**src/sipo_pkg.sv**
```systemverilog
// Constants for the serial-in, parallel-out output latch
// How it works
// - Each parallel output drives high, drives low, or floats.
// - With the output enable high all eight outputs float, with it low they drive the stored byte.
// - While the clear input is low the shift stages are held at zero whatever the clocks do.
// - A rising shift clock with clear high moves the serial bit into stage 0 and every stage up one.
// - A rising storage clock with clear high copies all eight shift stages into the storage register.
// - When both clocks rise together the storage register takes the shift stages from before the shift.
// - There is no start-up reset of the storage register, its contents are undefined; the shift stages are zeroed while RST holds the synchronised clear low.
package sipo_pkg;
    localparam int WIDTH = 8;
    localparam int LAST_STAGE = 7;
    localparam int FIFO_DEPTH = 16;
    localparam int FIFO_AW = 4;
endpackage : sipo_pkg

```
**src/sipo_fifo.sv**
```systemverilog
// Small valid/ready FIFO for shifted serial bits
`timescale 1ns/1ps
module sipo_fifo #(
    parameter int WIDTH = 1,
    parameter int DEPTH = 16,
    parameter int AW = 4
) (
    input wire logic clk,
    input wire logic rst,
    input wire logic in_valid,
    output logic in_ready,
    input wire logic [WIDTH-1:0] in_data,
    output logic out_valid,
    input wire logic out_ready,
    output logic [WIDTH-1:0] out_data
);
    logic [WIDTH-1:0] mem_q [DEPTH];
    logic [AW-1:0] wr_q;
    logic [AW-1:0] rd_q;
    logic [AW:0] cnt_q;
    logic push;
    logic pop;

    assign in_ready = (cnt_q != (AW+1)'(DEPTH));
    assign out_valid = (cnt_q != '0);
    assign out_data = mem_q[rd_q];
    assign push = in_valid && in_ready;
    assign pop = out_valid && out_ready;

    always_ff @(posedge clk) begin
        if (push) begin
            mem_q[wr_q] <= in_data;
        end
    end

    always_ff @(posedge clk or posedge rst) begin
        if (rst) begin
            wr_q <= '0;
            rd_q <= '0;
            cnt_q <= '0;
        end else begin
            if (push) begin
                wr_q <= wr_q + 1'b1;
            end
            if (pop) begin
                rd_q <= rd_q + 1'b1;
            end
            if (push && !pop) begin
                cnt_q <= cnt_q + 1'b1;
            end else if (pop && !push) begin
                cnt_q <= cnt_q - 1'b1;
            end
        end
    end
endmodule : sipo_fifo

```
**src/sipo_latch.sv**
```systemverilog
// Serial-in, parallel-out latch with three-state outputs, sampled on MCLK
`timescale 1ns/1ps
module sipo_latch (
    input wire logic MCLK,
    input wire logic RST,
    input wire logic SERIAL_DATA_IN,
    input wire logic SHIFT_CLOCK,
    input wire logic SHIFT_CLEAR_N,
    input wire logic STORE_CLOCK,
    input wire logic OUT_ENABLE_N,
    output logic [7:0] PARALLEL_OUT,
    output logic [7:0] PARALLEL_OE,
    output logic CASCADE_SERIAL_OUT,
    output logic SHIFT_STALL
);
    // ------------------------------------------------------------
    // Input synchronisers
    // ------------------------------------------------------------
    logic [4:0] meta_q;
    logic [4:0] sync_q;
    logic sclk_prev_q;
    logic rclk_prev_q;

    always_ff @(posedge MCLK or posedge RST) begin
        if (RST) begin
            meta_q <= 5'h00;
            sync_q <= 5'h00;
        end else begin
            meta_q <= {OUT_ENABLE_N, STORE_CLOCK, SHIFT_CLEAR_N, SHIFT_CLOCK, SERIAL_DATA_IN};
            sync_q <= meta_q;
        end
    end

    logic ser_s;
    logic sclk_s;
    logic clr_n_s;
    logic rclk_s;
    logic oe_n_s;
    assign ser_s = sync_q[0];
    assign sclk_s = sync_q[1];
    assign clr_n_s = sync_q[2];
    assign rclk_s = sync_q[3];
    assign oe_n_s = sync_q[4];

    always_ff @(posedge MCLK or posedge RST) begin
        if (RST) begin
            sclk_prev_q <= 1'b0;
            rclk_prev_q <= 1'b0;
        end else begin
            sclk_prev_q <= sclk_s;
            rclk_prev_q <= rclk_s;
        end
    end

    logic sclk_rise;
    logic rclk_rise;
    assign sclk_rise = sclk_s && !sclk_prev_q;
    assign rclk_rise = rclk_s && !rclk_prev_q;

    // ------------------------------------------------------------
    // Serial bit buffer
    // ------------------------------------------------------------
    logic fifo_in_ready;
    logic fifo_out_valid;
    logic fifo_out_data;
    logic fifo_push;
    logic fifo_pop;
    logic shift_go;
    logic store_now;
    logic rclk_pend_q;
    logic [4:0] occ_q;
    logic [4:0] newer_q;

    assign fifo_push = sclk_rise && clr_n_s && fifo_in_ready;
    // Clear flushes queued bits so none can land after it
    assign fifo_pop = fifo_out_valid && (shift_go || !clr_n_s);

    // Each shift edge with clear high queues its sampled bit while the buffer has room; the store edge waits for earlier bits to drain
    sipo_fifo #(
        .WIDTH(1),
        .DEPTH(sipo_pkg::FIFO_DEPTH),
        .AW(sipo_pkg::FIFO_AW)
    ) u_fifo (
        .clk(MCLK),
        .rst(RST),
        .in_valid(sclk_rise && clr_n_s),
        .in_ready(fifo_in_ready),
        .in_data(ser_s),
        .out_valid(fifo_out_valid),
        .out_ready(shift_go || !clr_n_s),
        .out_data(fifo_out_data)
    );

    // ------------------------------------------------------------
    // Shift and storage registers
    // ------------------------------------------------------------
    logic [7:0] shift_q;
    logic [7:0] store_q;

    // A store waits only for shifts queued before it, then copies before later ones
    assign store_now = rclk_pend_q && (occ_q == newer_q);
    assign shift_go = fifo_out_valid && clr_n_s && !store_now;

    // Local count of queued bits
    always_ff @(posedge MCLK or posedge RST) begin
        if (RST) begin
            occ_q <= 5'h00;
        end else begin
            occ_q <= occ_q + {4'h0, fifo_push} - {4'h0, fifo_pop};
        end
    end

    // Bits queued at or after the pending store edge
    always_ff @(posedge MCLK or posedge RST) begin
        if (RST) begin
            newer_q <= 5'h00;
        end else if (!clr_n_s || store_now) begin
            newer_q <= 5'h00;
        end else if (rclk_rise && !rclk_pend_q) begin
            newer_q <= {4'h0, fifo_push};
        end else if (rclk_pend_q) begin
            newer_q <= newer_q + {4'h0, fifo_push};
        end
    end

    always_ff @(posedge MCLK) begin
        if (!clr_n_s) begin
            shift_q <= 8'h00;
        end else if (shift_go) begin
            shift_q <= {shift_q[6:0], fifo_out_data};
        end
    end

    always_ff @(posedge MCLK or posedge RST) begin
        if (RST) begin
            rclk_pend_q <= 1'b0;
        end else if (!clr_n_s) begin
            rclk_pend_q <= 1'b0;
        end else if (rclk_rise) begin
            rclk_pend_q <= 1'b1;
        end else if (store_now) begin
            rclk_pend_q <= 1'b0;
        end
    end

    always_ff @(posedge MCLK) begin
        if (store_now && clr_n_s) begin
            store_q <= shift_q;
        end
    end

    // ------------------------------------------------------------
    // Output stage
    // ------------------------------------------------------------
    always_ff @(posedge MCLK or posedge RST) begin
        if (RST) begin
            PARALLEL_OE <= 8'h00;
        end else begin
            PARALLEL_OE <= {8{!oe_n_s}};
        end
    end

    always_ff @(posedge MCLK) begin
        PARALLEL_OUT <= store_q;
        CASCADE_SERIAL_OUT <= shift_q[sipo_pkg::LAST_STAGE];
    end

    always_ff @(posedge MCLK or posedge RST) begin
        if (RST) begin
            SHIFT_STALL <= 1'b0;
        end else begin
            SHIFT_STALL <= !fifo_in_ready;
        end
    end
endmodule : sipo_latch

```
**config.mk**
```make
export PLATFORM = sky130hd
export DESIGN_NAME = sipo_latch
export DESIGN_NICKNAME = d
export VERILOG_FILES = /design/src/sipo_pkg.sv /design/src/sipo_fifo.sv /design/src/sipo_latch.sv
export SDC_FILE = /design/constraint.sdc
export NUM_CORES = 1
export LEC_CHECK = 0
export ABC_AREA = 0
export BUFFER_PORTS_ARGS = -buffer_cell sky130_fd_sc_hd__buf_4
export CORE_MARGIN = 3
export CORE_UTILIZATION = 45
export DETAILED_ROUTE_END_ITERATION = 10
export SYNTH_ARGS = -nofsm -noshare
export SYNTH_HDL_FRONTEND = slang
export SYNTH_HIERARCHICAL = 1
export SYNTH_SLANG_ARGS = --single-unit
```
**constraint.sdc**
```tcl
create_clock -name MCLK -period 3.73 [get_ports MCLK]
set_clock_uncertainty 0.2 [all_clocks]
set_input_delay 0 -clock MCLK [delete_from_list [all_inputs] [get_ports MCLK]]
set_output_delay 0 -clock MCLK [all_outputs]
set_load 0.01 [all_outputs]
```
# [After elaboration in Yosys (flattened, before gate mapping)]
# Memory sizes are Yosys's and may differ from the RTL's. A register that Yosys moved wholly into a read port is not among the register bits.
# Cells that the tools add are included.
[word_totals] ramBits=16 output_inout_bits=18 register_bits=63 mem_bits_ro=0 memories=1 latch_bits=0 inputBits=7
[op_classes] muxes=10 bitwise_logic=0 reduce_logical=27 shift=0 n_mul=0 magnitude_cmp=0 div=0 addsub=7 n_eq_ne=3
[memory_table] memory="u_fifo.mem_q" words=16 width=1 read_ports=1 rd_ports_with_merged_regs=1 write_ports=1 line="sipo_fifo.sv:17" source="logic [WIDTH-1:0] mem_q [DEPTH];"
[op_table] op="$mux W5" n=5
[op_table] op="$logic_and A1 B1 Y1" n=12
[op_table] op="$add A5 B1 Y5" n=2
[op_table] op="$logic_not A1 Y1" n=10
[op_table] op="$add A4 B1 Y4 const B" n=2
[op_table] op="$add A5 B1 Y5 const B" n=1
[op_table] op="$eq A5 B5 Y1" n=1
[op_table] op="$mux W1" n=5
[op_table] op="$ne A5 B5 Y1 const B" n=1
[op_table] op="$reduce_bool A5 Y1" n=1
[op_table] op="$sub A5 B1 Y5" n=1
[op_table] op="$sub A5 B1 Y5 const B" n=1
[op_table] op="$ne A3 B1 Y1 const B" n=1
[op_table] op="$reduce_bool A3 Y1" n=1
[op_table] op="$logic_or A1 B1 Y1" n=2
[op_table] op="$reduce_bool A2 Y1" n=1

# [Logic depth before layout (Yosys ltp)]
[depth] word_depth=9 depth_mapped=13 depth_no_buf=12

# [Modules after synthesis]
# Netlist, hierarchy kept.
[modules_own_cells] module="sipo_latch" area_each_um2=1844.3 seq_area_each_um2=1206.2 instances=1 cells_per_inst=137
[modules_own_cells] module="sipo_fifo" area_each_um2=1491.4 seq_area_each_um2=805.8 instances=1 cells_per_inst=117

# [Worst setup path after synthesis]
# No wires, ideal clock.
[synth_timing] path_kind="reg2reg" startpoint="register occ_q[3]" endpoint="register occ_q[4]" slack_ps=529 stages_incl_launch_ff=12 period_less_slack_ps=3201 t_required_ps=3406 setup_time_ps=124 t_arrival_ps=2877 path_cell_list="dfrtp_1 -> xnor2_1 -> nand3_2 -> nor3_1 -> nor2b_1 -> ha_1 -> inv_1 -> ha_1 -> fa_1 -> a21o_1 -> a21oi_1 -> xnor2_1"
[synth_between] elab_chain_len=7 elab_cells_between_ends=8 cone_classes="2 x add/sub; 1 x eq/ne; 5 x reduce/logical"
[synth_rtl] element="start: declaration" line="sipo_latch.sv:71" source="logic [4:0] occ_q;"
[synth_rtl] element="start signal: assignment" line="sipo_latch.sv:109" source="occ_q <= occ_q + {4'h0, fifo_push} - {4'h0, fifo_pop};"
[synth_rtl] element="$eq A5 B5 Y1" line="sipo_latch.sv:101" source="assign store_now = rclk_pend_q && (occ_q == newer_q);"
[synth_rtl] element="$logic_and A1 B1 Y1" line="sipo_latch.sv:101"
[synth_rtl] element="$logic_not A1 Y1" line="sipo_latch.sv:102" source="assign shift_go = fifo_out_valid && clr_n_s && !store_now;"
[synth_rtl] element="$logic_and A1 B1 Y1" line="sipo_latch.sv:102"
[synth_rtl] element="$logic_or A1 B1 Y1" line="sipo_latch.sv:76" source="assign fifo_pop = fifo_out_valid && (shift_go || !clr_n_s);"
[synth_rtl] element="$logic_and A1 B1 Y1" line="sipo_latch.sv:76"
[synth_rtl] element="$sub A5 B1 Y5 (*)" line="sipo_latch.sv:109"
# Every way passes the cells marked *; elsewhere a longest branch is shown, timed or not.
# A chain may end at the register's enable or synchronous reset.

# [Worst setup path in the final report]
[layout_timing] startpoint="register u_fifo.cnt_q[0]" endpoint="register u_fifo.cnt_q[4]"
[layout_between] elab_chain_len=8 elab_cells_between_ends=16 cone_classes="2 x add/sub; 1 x eq/ne; 2 x mux; 11 x reduce/logical"
[layout_rtl] element="start: declaration" line="sipo_fifo.sv:20" source="logic [AW:0] cnt_q;"
[layout_rtl] element="start signal: assignment" line="sipo_fifo.sv:49" source="cnt_q <= cnt_q + 1'b1;"
[layout_rtl] element="start signal: assignment" line="sipo_fifo.sv:51" source="cnt_q <= cnt_q - 1'b1;"
[layout_rtl] element="$reduce_bool A5 Y1 (*)" line="sipo_fifo.sv:25" source="assign out_valid = (cnt_q != '0);"
[layout_rtl] element="via fifo_out_valid" line="sipo_latch.sv:64" source="logic fifo_out_valid;"
[layout_rtl] element="$logic_and A1 B1 Y1 (2 in a row)" line="sipo_latch.sv:102"
[layout_rtl] element="$logic_or A1 B1 Y1" line="sipo_latch.sv:90" source=".out_ready(shift_go || !clr_n_s),"
[layout_rtl] element="$logic_and A1 B1 Y1 (*)" line="sipo_fifo.sv:28" source="assign pop = out_valid && out_ready;"
[layout_rtl] element="$logic_not A1 Y1" line="sipo_fifo.sv:48" source="if (push && !pop) begin"
[layout_rtl] element="$logic_and A1 B1 Y1" line="sipo_fifo.sv:48"
[layout_rtl] element="$mux W5 or $reduce_bool A2 Y1 (tied branches)"
# The timed path passes the listed nets; every way through them passes the cells marked *. The select of a mux whose other input is x is not followed.

==> metrics <==
Final #Nets 309; GRT Total Usage 12.9%; top cells by area, synth dfrtp_1, edfxtp_1, dfxtp_1; Mapped Nets 279; Hold Path Class input port to asynchronous set/reset pin; clock-pin slew on the worst setup and hold paths 0.08 ns; Final min period 3.13 ns; Synth Cell Area 3340 sq um; yosys warns 6; die area 8480 sq um; fin crit share 84.0%; wire length per cell 12.6 um; H-Tree Depth 3; vias in the first global route 1804; area of the core 6980 sq um; Max transition margin 37.4%; worst-case reg-to-reg path depth 12; number of synthesized register bits 79; maximum clock path buffer count 2; Worst Path Required 3.81 ns; post-cts resize count 0; layout cells sized above 1 20.1%; Power Dens Cells 665 nW/um^2; CTS buffer count 9; largest net degree at the start of global routing 26; Worst setup SP type flip-flop; GRT overflow 0; final wirelength 4850 um; initial core utilization 47.8%; FMAX 319 MHz; Seq pwr share 47.5%; top post-synthesis cells by count dfrtp_1, edfxtp_1, nand2_1; FF-to-FF Start u_fifo/cnt_q[0]; final setup fails 0; Hold WS 0.0547 ns; I/O Buffers 24; setup_tns 0 ns; Synth Instances 254; area grow syn2layout 14.2%; Syn Area/Cell 13.1 sq um; first-pass GRT wire length 8540 um; Final ANT Viol Nets 0; Via density 4.70; Critical Path Source u_fifo/cnt_q[0]; Detailed Place HPWL 3430 um; sequential share of the synthesized area 60.3%; Root Driver clkbuf_8; via count 1811; most frequent cell after synthesis dfrtp_1; synth unique cells 46; TritonCTS clock tree built; gpl congestion 0.739; DIE WIDTH 92.1 um; Post-synth EDFFs 24; initial antenna violation count 0; max-slew violations 0; Starting DRT DRC Count 57; peak supply drop 332 uV; worst setup path class flip-flop to flip-flop; final hold viol count 0; Multi-input gate area 1170 sq um; top cell type's share of synthesized area 28.5%; First-pass DRT Iterations 4; IO Count 25; Clk network pwr share 23.2%; Slew @ Worst Pin 0.938 ns; Switching Share 33.8%; clock tree sinks 79; Worst Setup End Kind flip-flop; RSZ-0062 raised after global routing no; Gate power share 29.2%; Reg area 2010 sq um; status finished, final reports clean; ys flop type dfrtp_1; Worst-Skew Late Latency 0.35 ns; Chip Height 92.1 um; post-synth top area cell dfrtp_1; Net Sw Power 0.856 mW; row count 30; n_diodes 0; CP max FO 5; WP data arrival 3.21 ns; Leak Pwr 1.60 nW; max cap viols 0; Post-synth ARST share 48.1%; Int Pwr 1.68 mW; DR DRC count 0; fill cell count 632
==> critical path, cell delays in order, from the launching register on <==
cell      delay (ns)
dfrtp_1         0.46
nor4_4          0.45
nand2b_4        0.13
o21ai_2         0.08
nand2_1         0.13
nand2_4         0.12
ha_1            0.17
inv_1           0.11
fa_1            0.41
a21o_1          0.19
a21oi_1         0.20
mux2i_1         0.26
xnor2_1         0.13
==> final timing paths <==
path / to / slack, ns
max reg2reg: u_fifo/cnt_q[4] / 0.60
min in group MCLK: meta_q[2] / 0.10
max in group asynchronous: occ_q[4] / 2.53
max: u_fifo/cnt_q[4] / 0.60
min reg2reg: PARALLEL_OUT[0] / 0.15
min: u_fifo/cnt_q[1] / 0.05
==> area by class of cell <==
| type | count | share of cell area (%) |
|---|---|---|
| inverters | 15 | 1.48 |
| multi-input cells | 146 | 30.8 |
| clock buffers | 9 | 3.25 |
| well taps | 96 | 3.15 |
| flip-flops and latches | 79 | 52.8 |
| clock inverters | 7 | 1.64 |
| repair buffers | 33 | 6.90 |
==> placed cells by master, fill, tap and decap left out, types with 2 or more instances in the layout <==
cell / count
ha_1: 16
edfxtp_1: 24
buf_4: 27
o211ai_1: 2
nand2_1: 21
inv_1: 15
nor2b_1: 2
clkbuf_8: 9
mux2i_1: 14
nor2_1: 17
nand3_2: 2
a21oi_1: 7
dfrtp_1: 38
nand4_1: 2
nand2b_1: 3
inv_6: 3
xor2_1: 5
nand2_4: 2
fa_1: 2
o21ai_0: 5
a221oi_1: 2
xnor2_1: 16
a21o_1: 3
dfxtp_1: 17
clkinv_4: 2
nor3_1: 5
mux4_2: 2
dlygate4sd3_1: 6
==> power by group through the flow <==
stage | clock network [mW] | registers (mW) | logic [mW]
final | 0.589 | 1.21 | 0.741
after detailed placement | 0 | 1.23 | 0.738
after CTS | 0.613 | 1.21 | 0.752
after floorplan | 0 | 1.15 | 0.674
after global routing | 0.652 | 1.24 | 0.844
after global placement | 0 | 1.23 | 0.727
==> stage by stage <==
step | setup WS [ns] | util, % | power [mW] | cells | cell area, sq um
final | 0.595 | 54.6 | 2.54 | 385 | 3810
after global routing | 0.400 | 54.6 | 2.73 | 385 | 3810
after CTS | 0.569 | 54.6 | 2.58 | 385 | 3810
after detailed placement | 0.600 | 51.0 | 1.97 | 363 | 3560
after global placement | 0.720 | 51.0 | 1.95 | 363 | 3560
after floorplan | 0.529 | - | 1.83 | 254 | 3340
==> logic make-up after synthesis <==
family | Yosys count | synth area share [%]
flops | 79 | 60.3
buf+inv | 29 | 4.54
simple gates | 63 | 10.3
mux | 18 | 6.34
compound gates | 25 | 5.29
xor+xnor | 22 | 6.00
fa+ha+maj | 18 | 7.20
==> layer usage <==
metal	vias to the layer above	global-route usage (%)	wire length, um
met5	-	0	0
met4	0	7.05	102
met3	9	3.20	157
met2	21	20.1	2270
met1	854	16.6	2310
li1	927	-	-
==> flip-flops by register name, indices dropped and copies added, names as in the netlist <==
signal / flops
CASCADE_SERIAL_OUT: 1
PARALLEL_OE: 1
PARALLEL_OUT: 8
SHIFT_STALL: 1
meta_q: 5
newer_q: 5
occ_q: 5
rclk_pend_q: 1
rclk_prev_q: 1
sclk_prev_q: 1
shift_q: 8
store_q: 8
sync_q: 5
u_fifo/cnt_q: 5
u_fifo/mem_q: 16
u_fifo/rd_q: 4
u_fifo/wr_q: 4
==> timing repair <==
| action | in CTS | in global routing |
|---|---|---|
| hold endpoints to repair | 43 | 0 |
| hold buffers | 6 | 0 |
| buffers inserted | 0 | 0 |
Power figures use the tool's default switching activity.
